### config.mk
export PLATFORM = sky130hd
export DESIGN_NAME = mevg_regs
export DESIGN_NICKNAME = d
export VERILOG_FILES = /design/src/mevg_pkg.sv /design/src/mevg_regs.sv
export SDC_FILE = /design/constraint.sdc
export NUM_CORES = 1
export LEC_CHECK = 0
export BUFFER_PORTS_ARGS = -buffer_cell sky130_fd_sc_hd__buf_2
export CAP_MARGIN = 20
export CORE_AREA = 2 2 153 155
export DETAILED_ROUTE_END_ITERATION = 8
export DIE_AREA = 0 0 155 157
export GPL_TIMING_DRIVEN = 0
export PLACE_DENSITY_LB_ADDON = 0.15
export SLEW_MARGIN = 20
export SYNTH_ARGS = -nofsm -noshare
export SYNTH_HDL_FRONTEND = slang
export SYNTH_SLANG_ARGS = --single-unit
### constraint.sdc
create_clock -name clk -period 3.91 [get_ports clk]
set_input_delay 0 -clock clk [delete_from_list [all_inputs] [get_ports clk]]
set_output_delay 0 -clock clk [all_outputs]
set_load 0.1 [all_outputs]
### src/mevg_pkg.sv
// Constants shared by the monitor event gating register slice.
package mevg_pkg;
	// Channel counts.
	localparam int MEVG_NFAN = 4;
	localparam int MEVG_NPWM = 3;
	localparam int MEVG_NTEMP = 3;
	localparam int MEVG_NADC = 8;
	// Converter and reading widths.
	localparam int MEVG_ADC_BITS = 10;
	localparam int MEVG_AVG_BITS = 12;
	localparam int MEVG_READ_BITS = 8;
	localparam int MEVG_NIB = 4;
	localparam int MEVG_TACH_BITS = 16;
	// Register indices; the byte address is four times the index.
	localparam logic [7:0] IDX_FAN_EN = 8'h80;
	localparam logic [7:0] IDX_ASSOC = 8'h81;
	localparam logic [7:0] IDX_TEMP_EN = 8'h82;
	localparam logic [7:0] IDX_LOW_DIODES = 8'h85;
	localparam logic [7:0] IDX_LOW_12V_AMBIENT = 8'h86;
	localparam logic [7:0] IDX_LOW_5V_2V5 = 8'h87;
	localparam logic [7:0] IDX_LOW_VCC = 8'h88;
	localparam logic [7:0] IDX_TEST_A = 8'h89;
	localparam logic [7:0] IDX_TEST_B = 8'h8A;
	localparam logic [7:0] IDX_TEST_C = 8'h8B;
	localparam logic [7:0] IDX_CTRL = 8'hC0;
	localparam logic [7:0] IDX_STATUS = 8'hC1;
	localparam logic [7:0] IDX_MASK = 8'hC2;
	// Reset values and writable-bit masks.
	localparam logic [7:0] RST_FAN_EN = 8'h1E;
	localparam logic [7:0] RST_ASSOC = 8'hA4;
	localparam logic [7:0] RST_TEMP_EN = 8'h0E;
	localparam logic [7:0] RST_TEST_A = 8'h00;
	localparam logic [7:0] RST_TEST_B = 8'h4D;
	localparam logic [7:0] RST_TEST_C = 8'h4D;
	localparam logic [7:0] RST_CTRL = 8'h00;
	localparam logic [7:0] RST_MASK = 8'h00;
	localparam logic [7:0] MASK_FAN_EN = 8'h1F;
	localparam logic [7:0] MASK_TEMP_EN = 8'h0F;
	localparam logic [7:0] MASK_TEST_C = 8'h7F;
	localparam logic [7:0] MASK_STATUS = 8'h7F;
	localparam logic [7:0] RD_ZERO = 8'h00;
	// Field positions.
	localparam int BIT_GROUP = 0;
	localparam int CTRL_LOCK = 0;
	localparam int CTRL_ALERT_EN = 2;
	localparam int CTRL_INIT = 7;
	localparam int ST_TACH = 0;
	localparam int ST_TEMP = 4;
	localparam int ASSOC_W = 2;
	// Encodings and limits.
	localparam logic [1:0] ASSOC_RSVD = 2'h3;
	localparam logic [15:0] TACH_NO_LIMIT = 16'hFFFF;
	localparam logic [7:0] DUTY_OFF = 8'h00;
	// Converter channel order: remote 1, remote 2, ambient, 12V,
	// 2.5V, 5V, Vccp, VCC; channel c sits in low-bits register c/2,
	// nibble c%2.
	localparam int CH_REMOTE1 = 0;
	localparam int CH_REMOTE2 = 1;
	localparam int CH_AMBIENT = 2;
endpackage

### src/mevg_regs.sv
// Event gating, tach association and low-bit latch registers.
`timescale 1ns/1ps
`default_nettype none
module mevg_regs
	import mevg_pkg::*;
#(
	parameter int NFAN = MEVG_NFAN,
	parameter int NPWM = MEVG_NPWM,
	parameter int NADC = MEVG_NADC
) (
	// Clock and reset.
	input wire logic clk,
	input wire logic rstn,
	// Wishbone classic slave.
	input wire logic wb_cyc_i,
	input wire logic wb_stb_i,
	input wire logic wb_we_i,
	input wire logic [9:0] wb_adr_i,
	input wire logic [3:0] wb_sel_i,
	input wire logic [31:0] wb_dat_i,
	output logic [31:0] wb_dat_o,
	output logic wb_ack_o,
	// Hardware monitor readings, limits and read strobes.
	input wire logic [NADC-1:0][MEVG_AVG_BITS-1:0] adcReading,
	input wire logic [NADC-1:0] readingRead,
	input wire logic [MEVG_NTEMP-1:0][7:0] tempLowLimit,
	input wire logic [MEVG_NTEMP-1:0][7:0] tempHighLimit,
	// Fan tachometers and PWM state.
	input wire logic [NFAN-1:0][MEVG_TACH_BITS-1:0] tachReading,
	input wire logic [NFAN-1:0][MEVG_TACH_BITS-1:0] tachMinLimit,
	input wire logic [NPWM-1:0][7:0] pwmDuty,
	input wire logic [NPWM-1:0] pwmFanDisabled,
	// Interrupt outputs.
	output logic alertPinN,
	output logic irq
);

	logic [7:0] fanEn;
	logic [7:0] assoc;
	logic [7:0] tempEn;
	logic [7:0] testC;
	logic [7:0] ctrl;
	logic [7:0] status;
	logic [7:0] mask;
	logic [NADC/2-1:0][7:0] lowBits;
	logic softRst;
	logic wbReq;
	logic wbWr;
	logic [7:0] idx;
	logic [7:0] rdData;
	logic [7:0] wrByte;
	logic [7:0] next_status;
	logic [NFAN-1:0] tachDutyOff;
	logic [NFAN-1:0] tachFanOff;
	logic [NFAN-1:0] tachViol;
	logic [MEVG_NTEMP-1:0] tempViol;
	logic [7:0] evSet;
	logic next_alert;

	// Temperature event index: 0 ambient, 1 remote 1, 2 remote 2.
	function automatic int tempChan(input int t);
		int c;
		c = CH_REMOTE2;
		if (t == 0) begin
			c = CH_AMBIENT;
		end else if (t == 1) begin
			c = CH_REMOTE1;
		end
		return c;
	endfunction

	function automatic logic hit(input logic [7:0] a, input logic [7:0] b);
		return a == b;
	endfunction

	assign idx = wb_adr_i[9:2];
	assign wrByte = wb_dat_i[7:0];
	assign wbReq = wb_cyc_i && wb_stb_i && !wb_ack_o;
	// A write lands at the edge where the master samples ack high.
	assign wbWr = wb_cyc_i && wb_stb_i && wb_ack_o && wb_we_i &&
		wb_sel_i[0];

	// Every request is answered one cycle after it is seen.
	always_ff @(posedge clk or negedge rstn) begin
		if (!rstn) begin
			wb_ack_o <= 1'b0;
			wb_dat_o <= 32'h00000000;
		end else begin
			wb_ack_o <= wbReq;
			if (wbReq && !wb_we_i) begin
				wb_dat_o <= {24'h000000, rdData};
			end
		end
	end

	// The init bit pulses a soft reset that spares the latched low bits.
	always_ff @(posedge clk or negedge rstn) begin
		if (!rstn) begin
			softRst <= 1'b0;
		end else begin
			softRst <= wbWr && hit(idx, IDX_CTRL) && wrByte[CTRL_INIT];
		end
	end

	// Lock is sticky until reset; alert enable obeys the lock as well.
	always_ff @(posedge clk or negedge rstn) begin
		if (!rstn) begin
			ctrl <= RST_CTRL;
		end else if (softRst) begin
			ctrl <= RST_CTRL;
		end else if (wbWr && hit(idx, IDX_CTRL) && !ctrl[CTRL_LOCK]) begin
			ctrl[CTRL_LOCK] <= wrByte[CTRL_LOCK];
			ctrl[CTRL_ALERT_EN] <= wrByte[CTRL_ALERT_EN];
		end
	end

	always_ff @(posedge clk or negedge rstn) begin
		if (!rstn) begin
			fanEn <= RST_FAN_EN;
			assoc <= RST_ASSOC;
			tempEn <= RST_TEMP_EN;
			testC <= RST_TEST_C;
		end else if (softRst) begin
			fanEn <= RST_FAN_EN;
			assoc <= RST_ASSOC;
			tempEn <= RST_TEMP_EN;
			testC <= RST_TEST_C;
		end else if (wbWr && !ctrl[CTRL_LOCK]) begin
			if (hit(idx, IDX_FAN_EN)) begin
				fanEn <= wrByte & MASK_FAN_EN;
			end
			if (hit(idx, IDX_ASSOC)) begin
				assoc <= wrByte;
			end
			if (hit(idx, IDX_TEMP_EN)) begin
				tempEn <= wrByte & MASK_TEMP_EN;
			end
			if (hit(idx, IDX_TEST_C)) begin
				testC <= wrByte & MASK_TEST_C;
			end
		end
	end

	always_ff @(posedge clk or negedge rstn) begin
		if (!rstn) begin
			mask <= RST_MASK;
		end else if (softRst) begin
			mask <= RST_MASK;
		end else if (wbWr && hit(idx, IDX_MASK)) begin
			mask <= wrByte & MASK_STATUS;
		end
	end

	// Tach gating and limit checks.
	always_comb begin
		logic [1:0] sel;
		sel = ASSOC_RSVD;
		for (int i = 0; i < NFAN; i++) begin
			sel = assoc[ASSOC_W*i +: ASSOC_W];
			tachDutyOff[i] = (sel == ASSOC_RSVD) ? 1'b1 :
				(pwmDuty[sel] == DUTY_OFF);
			tachFanOff[i] = (sel == ASSOC_RSVD) ? 1'b1 :
				pwmFanDisabled[sel];
			tachViol[i] = (tachMinLimit[i] != TACH_NO_LIMIT) &&
				(tachReading[i] > tachMinLimit[i]);
		end
	end

	always_comb begin
		logic [7:0] hiByte;
		hiByte = RD_ZERO;
		for (int t = 0; t < MEVG_NTEMP; t++) begin
			hiByte = adcReading[tempChan(t)][MEVG_AVG_BITS-1 -:
				MEVG_READ_BITS];
			tempViol[t] = ($signed(hiByte) < $signed(tempLowLimit[t])) ||
				($signed(hiByte) > $signed(tempHighLimit[t]));
		end
	end

	// A tach reading above its minimum count means the fan runs slow.
	always_comb begin
		evSet = RD_ZERO;
		for (int i = 0; i < NFAN; i++) begin
			evSet[ST_TACH+i] = tachViol[i] && fanEn[i+1] &&
				!tachDutyOff[i] && !tachFanOff[i];
		end
		for (int t = 0; t < MEVG_NTEMP; t++) begin
			evSet[ST_TEMP+t] = tempViol[t] && tempEn[t+1];
		end
	end

	// Setting wins over a write-one clear in the same cycle.
	always_comb begin
		next_status = status;
		if (wbWr && hit(idx, IDX_STATUS)) begin
			next_status = status & ~wrByte;
		end
		next_status = (next_status | evSet) & MASK_STATUS;
	end

	always_ff @(posedge clk or negedge rstn) begin
		if (!rstn) begin
			status <= RD_ZERO;
		end else if (softRst) begin
			status <= RD_ZERO;
		end else begin
			status <= next_status;
		end
	end

	always_comb begin
		next_alert = (fanEn[BIT_GROUP] &&
			|status[ST_TACH +: MEVG_NFAN]) ||
			(tempEn[BIT_GROUP] && |status[ST_TEMP +: MEVG_NTEMP]);
		next_alert = next_alert && ctrl[CTRL_ALERT_EN];
	end

	always_ff @(posedge clk or negedge rstn) begin
		if (!rstn) begin
			alertPinN <= 1'b1;
			irq <= 1'b0;
		end else begin
			alertPinN <= !next_alert;
			irq <= |(status & mask);
		end
	end

	always_ff @(posedge clk or negedge rstn) begin
		if (!rstn) begin
			lowBits <= '0;
		end else begin
			for (int c = 0; c < NADC; c++) begin
				if (readingRead[c]) begin
					lowBits[c/2][MEVG_NIB*(c%2) +: MEVG_NIB] <=
						adcReading[c][MEVG_NIB-1:0];
				end
			end
		end
	end

	// Unmapped indices read as zero and still acknowledge.
	always_comb begin
		rdData = RD_ZERO;
		unique case (idx)
			IDX_FAN_EN: rdData = fanEn;
			IDX_ASSOC: rdData = assoc;
			IDX_TEMP_EN: rdData = tempEn;
			IDX_LOW_DIODES: rdData = lowBits[0];
			IDX_LOW_12V_AMBIENT: rdData = lowBits[1];
			IDX_LOW_5V_2V5: rdData = lowBits[2];
			IDX_LOW_VCC: rdData = lowBits[3];
			IDX_TEST_A: rdData = RST_TEST_A;
			IDX_TEST_B: rdData = RST_TEST_B;
			IDX_TEST_C: rdData = testC;
			IDX_CTRL: rdData = ctrl;
			IDX_STATUS: rdData = status;
			IDX_MASK: rdData = mask;
			default: rdData = RD_ZERO;
		endcase
	end

	property p_lock;
		@(posedge clk) disable iff (!rstn)
		(ctrl[CTRL_LOCK] && wbWr && hit(idx, IDX_ASSOC) && !softRst)
			|=> $stable(assoc);
	endproperty
	a_lock: assert property (p_lock)
		else $error("association changed while locked");

	property p_fan_group;
		@(posedge clk) disable iff (!rstn)
		(ctrl[CTRL_ALERT_EN] && fanEn[BIT_GROUP] && status[ST_TACH])
			|=> !alertPinN;
	endproperty
	a_fan_group: assert property (p_fan_group)
		else $error("fan event did not pull alert low");

	property p_tach_en;
		@(posedge clk) disable iff (!rstn)
		$rose(status[ST_TACH]) |-> $past(fanEn[1]);
	endproperty
	a_tach_en: assert property (p_tach_en)
		else $error("tach status set while disabled");

	property p_global;
		@(posedge clk) disable iff (!rstn)
		!ctrl[CTRL_ALERT_EN] |=> alertPinN;
	endproperty
	a_global: assert property (p_global)
		else $error("alert driven without global enable");

	property p_duty;
		@(posedge clk) disable iff (!rstn)
		$rose(status[ST_TACH]) |-> !$past(tachDutyOff[0]);
	endproperty
	a_duty: assert property (p_duty)
		else $error("tach status set at zero duty");

	property p_fan_off;
		@(posedge clk) disable iff (!rstn)
		$rose(status[ST_TACH+1]) |-> !$past(tachFanOff[1]);
	endproperty
	a_fan_off: assert property (p_fan_off)
		else $error("tach status set with fan disabled");

	property p_no_limit;
		@(posedge clk) disable iff (!rstn)
		(tachMinLimit[2] == TACH_NO_LIMIT && !status[ST_TACH+2])
			|=> !status[ST_TACH+2];
	endproperty
	a_no_limit: assert property (p_no_limit)
		else $error("tach status set with all-ones minimum");

	property p_temp_en;
		@(posedge clk) disable iff (!rstn)
		$rose(status[ST_TEMP]) |-> $past(tempEn[1]);
	endproperty
	a_temp_en: assert property (p_temp_en)
		else $error("ambient status set while disabled");

	property p_latch;
		@(posedge clk) disable iff (!rstn)
		readingRead[CH_AMBIENT] |=> lowBits[1][MEVG_NIB-1:0] ==
			$past(adcReading[CH_AMBIENT][MEVG_NIB-1:0]);
	endproperty
	a_latch: assert property (p_latch)
		else $error("ambient low bits not latched");

	property p_limit;
		@(posedge clk) disable iff (!rstn)
		(tempViol[0] && tempEn[1] && !softRst) |=> status[ST_TEMP];
	endproperty
	a_limit: assert property (p_limit)
		else $error("ambient violation not flagged");

	property p_ack;
		@(posedge clk) disable iff (!rstn)
		wbReq |=> wb_ack_o ##1 !wb_ack_o;
	endproperty
	a_ack: assert property (p_ack)
		else $error("bus answer not a one-cycle ack");

endmodule
`default_nettype wire

After elaboration in Yosys (flattened, before gate mapping)
Index checks and enable logic that the tools add are counted.
Widths: inputs -> output; s select.
{ "word_totals": {"word_cells": 171, "regBits": 93, "inputBits": 358} }
{ "classes": {"bitwise_logic": 4, "n_reduce_logical": 68, "eq_ne": 20, "n_mux": 45, "n_lt_le_gt_ge": 14} }
{ "ops": {"columns": ["cell", "count"], "rows": [
  ["$mux 8", 18],
  ["$eq 8x8->1 const B", 12],
  ["$pmux 8 s12", 1],
  ["$bmux 8 s2", 4],
  ["$gt 16x16->1", 4],
  ["$ne 16x16->1 const B", 4],
  ["$logic_and 1x1->1", 34],
  ["$logic_not 8->1", 4],
  ["$gt 8x8->1", 3],
  ["$lt 8x8->1", 3],
  ["$mux 1", 16],
  ["$mux 7", 2],
  ["$reduce_bool 2->1", 7],
  ["$logic_not 1->1", 12],
  ["$lt 2x3->1 const B", 4],
  ["$and 7x8->8", 1],
  ["$bmux 1 s2", 4],
  ["$eq 2x2->1 const B", 4],
  ["$reduce_and 2->1", 4],
  ["$reduce_or 8->1", 1],
  ["$and 7x7->7", 1],
  ["$not 7->7", 1],
  ["$or 7x7->7", 1],
  ["$logic_or 1x1->1", 4],
  ["2 further kinds", 2]
]} }

Depth between registers and ports, before layout
{ "logic_depth": {"word_depth": 9, "depth_mapped": 8} }

Least setup slack after synthesis
Ideal clock, no wire load.
{ "synth_path": {"path_type": "register to register", "startpoint": "reg wb_ack_o", "endpoint": "reg mask[6]", "path_buffers": 0, "period_less_slack_ps": 2307, "path_slack_ps": 1603, "path_stages_with_launch": 6, "required_time_ps": 3778, "t_arrival_ps": 2175, "path_cell_list": "dfrtp_1 > and4_1 > nand4_1 > nor3_2 > mux2i_1 > nor2_1"} }
{ "synth_via": {"elab_chain_cells": 5} }
{ "synth_lines": {"columns": ["item", "line", "source"], "rows": [
  ["start: declaration", "mevg_regs.sv:22", "output logic wb_ack_o,"],
  ["start signal: assignment", "mevg_regs.sv:89", "wb_ack_o <= wbReq;"],
  ["$logic_and 1x1->1 (3 in series)", "mevg_regs.sv:80", "assign wbWr = wb_cyc_i && wb_stb_i && wb_ack_o && wb_we_i &&"],
  ["$logic_and 1x1->1", "mevg_regs.sv:149", "end else if (wbWr && hit(idx, IDX_MASK)) begin"],
  ["$reduce_bool 2->1 (no line)", null, null],
  ["end signal: assignment", "mevg_regs.sv:150", "mask <= wrByte & MASK_STATUS;"],
  ["end: declaration", "mevg_regs.sv:44", "logic [7:0] mask;"]
]} }
No other way between the ends.
A chain may end at the register's enable or synchronous reset.

Worst setup path after layout
{ "layout_path": {"startpoint": "reg wb_ack_o", "endpoint": "reg status[6]"} }
{ "layout_via": {"elab_chain_cells": 7} }
{ "layout_lines": {"columns": ["item", "line", "source"], "rows": [
  ["$logic_and 1x1->1 (3 in series)", "mevg_regs.sv:80", null],
  ["$logic_and 1x1->1", "mevg_regs.sv:195", "if (wbWr && hit(idx, IDX_STATUS)) begin"],
  ["$mux 7", "mevg_regs.sv:195", null],
  ["$or 7x7->7", "mevg_regs.sv:198", "next_status = (next_status | evSet) & MASK_STATUS;"],
  ["$mux 7", "mevg_regs.sv:204", "end else if (softRst) begin"],
  ["end signal: assignment", "mevg_regs.sv:207", "status <= next_status;"],
  ["end: declaration", "mevg_regs.sv:43", "logic [7:0] status;"]
]} }
No other way between the ends.

==> run summary <==
Traced cell by cell, the critical path runs through and4_1, nand4_1, nor2_1, a21boi_0, a21oi_1, a311oi_1. The average via count per standard cell is about 5. The detailed-routing iteration count for the pre-antenna-repair pass is 5. The port buffer count came out at roughly 300. The post-route total power came out at 0.002646 W. The root buffer cell is clkbuf_16. The highest fanout seen on the critical path is 7.

The startpoint of the tightest hold check path is wb_dat_i[0]. The type of the worst setup path is flip-flop to flip-flop. In this run, CTS created clock tree buffers numbering 9. STA classifies the critical path endpoint as a flip-flop.

The H-tree depth is 3. The flow ran to the end, and the final reports show no timing, DRC or antenna violations. Timing would allow up to around 470 MHz.

The final-layout fill cell count is between 2000 and 2500. The floorplan has 55 rows. Together, buffers and inverters on the worst path number 0.

The synthesized area per cell is roughly 8.7 sq um. The actual slew at the worst max-slew pin is roughly 900 ps. 0 antenna diodes ended up in the layout.

The number of buffers between clock root and the deepest sink came out at 2. In the synthesized netlist the dominant register cell turns out to be dfrtp_1. The clock insertion delay at the later pin of the skew report came out at approximately 350 ps. In the final routed layout, each cell accounts on average for between 15 and 20 um. The worst pin sits at a relative slew slack of 0.3917. The ratio of final minimum period to clock period is 0.5440. The final-layout setup total negative slack came out at 0 ps. The tightest min-delay check is of the input pin to flip-flop type. The number of failing hold endpoints at the final stage came out at 0. The area of the mapped netlist is 7452 sq um.

The max-capacitance violation count came out at 0. The count of synthesis-stage warnings from yosys is 0. The post-synthesis cell count came out at roughly 860.

For this run, the total global-route usage over all layers was measured as 0.1975. The number of distinct library cells after synthesis is 69. For this run, the post-layout net count is 1734. The area of the core came out at ~23000 sq um.

Synthesis inferred 84 register bits. The top-level I/O count came out at approximately 390. The required arrival time at the worst endpoint is between 4000 and 5000 ps. In this design, the stage delay of the slowest critical-path cell is 640 ps. The most critical setup path has its startpoint at wb_ack_o$_DFF_PN0_. The total via count in the routed design came out at 7777. The final setup violation count is 0. The remaining antenna violation count came out at 0. The via count of the first global-routing pass came to between 7000 and 8000. The final wirelength came out at approximately 24000 um. The die area is approximately 24000 sq um.

TritonCTS built the clock tree. The maximum clock skew at final layout is about 4.8 ps. In this run, the number of DRC markers left after iteration 0 of detailed routing was about 520.

In the final layout, the share of cells above drive strength 1 is 0.3231. The routability congestion estimate from global placement is 0.9111. The number of max-slew violations in the final report came out at 0. The largest net degree at the start of global routing is 45. The initial antenna violation count is 0. The share of the core filled with cells in the final layout came out at 0.4654.

The number of setup buffers added after CTS is 0. The fraction of registers with async set/reset is 1.000. The time the final worst path needs with I/O delays and setup came out at between 2000 and 2500 ps. The worst setup path is launched from a flip-flop. Setup repair after global routing left no endpoint under its margin. In this run the vertical extent of the chip is 157 um. The remaining routing DRC violations is 0. Summed over all layers, the global routing overflow is 0.

The number of enable flip-flop cells after synthesis is 0. The detailed placer's ending HPWL came out at 20300 um. Across the VDD grid, the largest voltage drop is between 0.0002 and 0.00025 V. In this run the critical register-to-register path is launched from wb_ack_o$_DFF_PN0_. The wire length of the first global-routing pass is 38190 um. The die outline width is about 160 um.

The share of the Yosys chip area taken by registers is 0.2846. The number of gates resized after CTS was 0. The tree built by TritonCTS fans out to 84 sinks. Grouping stages by cell kind, the critical path spends the most delay in simple AND/OR/NAND/NOR gates. Clock-pin slew was measured on the worst setup and hold paths at roughly 60 ps. Relative to the synthesized area, the layout overhead comes to 40.53%.

The critical-path cell with the highest stage delay is nor2_1. The worst path arrival time came out at 2330 ps. The ratio of total power to cell area is between 200 and 300 nW/um^2. The initial standard-cell utilization of the core came out at 0.3312. The leakage power total came out at approximately 5.5 nW.
cell usage in the layout (no fill, tap or decap), types with 7 or more instances in the layout:
cell,count
mux2i_1,13
nor3_1,15
a21oi_1,52
dlygate4sd3_1,75
o211ai_1,11
dfrtp_1,69
and3_1,8
nand2b_1,7
a22oi_1,20
nor2b_1,12
nand4_1,36
conb_1,24
dfstp_2,15
inv_1,121
nor2_1,46
buf_4,27
clkbuf_1,12
o21ai_0,26
a211o_1,8
nor4_1,7
mux2_2,35
a21o_1,18
buf_2,303
ha_1,109
nand2_1,57
nand3_1,35
clkbuf_16,9
metrics by stage:
step	worst slack [ps]	hold slack, ps	instance area, sq um	std cells
after floorplan	1603	-295.6	7538	881
after global placement	1367	230.3	9392	1465
after detailed placement	1381	22.43	9422	1466
after CTS	1737	5.789	10470	1557
after global routing	1542	22.42	10470	1557
final	1783	25.45	10470	1557
power breakdown:
group / switching (W) / total (W) / internal (W)
clock: 0.000354 / 0.000851 / 0.000497
combinational: 0.000470 / 0.000849 / 0.000378
sequential: 0.0000324 / 0.000946 / 0.000914
layer usage:
| metal | up-vias | global-route usage | routed length, um |
|---|---|---|---|
| met3 | 25 | 0.03249 | 1543 |
| met4 | 0 | 0.03792 | 286 |
| li1 | 3900 | - | - |
| met1 | 3566 | 0.2602 | 10980 |
| met5 | - | 0 | 0 |
| met2 | 286 | 0.3433 | 11670 |
worst paths after layout:
kind	cells past startpoint	slack [ps]	endpoint
setup / recovery	6	1780	status[6]$_DFF_PN0_
hold / removal	3	30	assoc[0]$_DFFE_PN0P_
setup reg to reg	6	1780	status[6]$_DFF_PN0_
hold reg to reg	1	460	alertPinN$_DFF_PN1_
max in group asynchronous	3	3060	testC[2]$_DFFE_PN1P_
min in group asynchronous	2	170	lowBits[9]$_DFFE_PN0P_
cells by family (layout without fill, tap and decap cells):
group                    count (synthesis)  after routing  share of synthesized area
AND/OR/NAND/NOR                        258            258                     0.1842
AO/OA/AOI/OAI                          190            190                     0.1768
buffers and inverters                  168            559                     0.1006
adder cells (fa/ha/maj)                109            109                     0.1830
flip-flops                              84             84                     0.2846
multiplexers                            48             48                    0.07035
other                                    1             24                  0.0005032
cell type report:
class                   instances  area, sq um  area share
multi-input cells             629         4668      0.4458
repair buffers                375         2277      0.2174
flip-flops and latches         84         2121      0.2025
inverters                     121        454.2     0.04337
well taps                     285        356.6     0.03405
plain buffers                  47        295.3     0.02820
clock buffers                   9        225.2     0.02151
clock inverters                 7        75.07    0.007168
tightest hold or removal path, stage by stage:
cell and delay, ps:
buf_2 180, nand3_1 90, a21oi_1 60
sequential cells by signal (all words and copies together) (netlist names):
name,count
alertPinN,1
status,7
softRst,1
ctrl,2
assoc,8
testC,7
wb_ack_o,1
lowBits,32
tempEn,4
wb_dat_o,8
irq,1
fanEn,5
mask,7
synthesized netlist by cell type, types with 13 or more instances:
cell	number	area, sq um
a21o_1	18	135.1
a21oi_1	52	260.3
a22oi_1	20	150.1
buf_4	26	195.2
dfrtp_1	69	1727
dfstp_2	15	394.1
ha_1	109	1364
inv_1	121	454.2
mux2_2	35	394.1
mux2i_1	13	130.1
nand2_1	57	214.0
nand3_1	35	175.2
nand4_1	36	225.2
nor2_1	46	172.7
nor3_1	15	75.07
o21ai_0	26	130.1
repair_timing:
item                       4_1_cts  5_1_grt
setup endpoints to repair        0        0
hold buffers                    75        0
hold endpoints to repair        84        0
No activity file was read; power rests on OpenSTA's default activity.
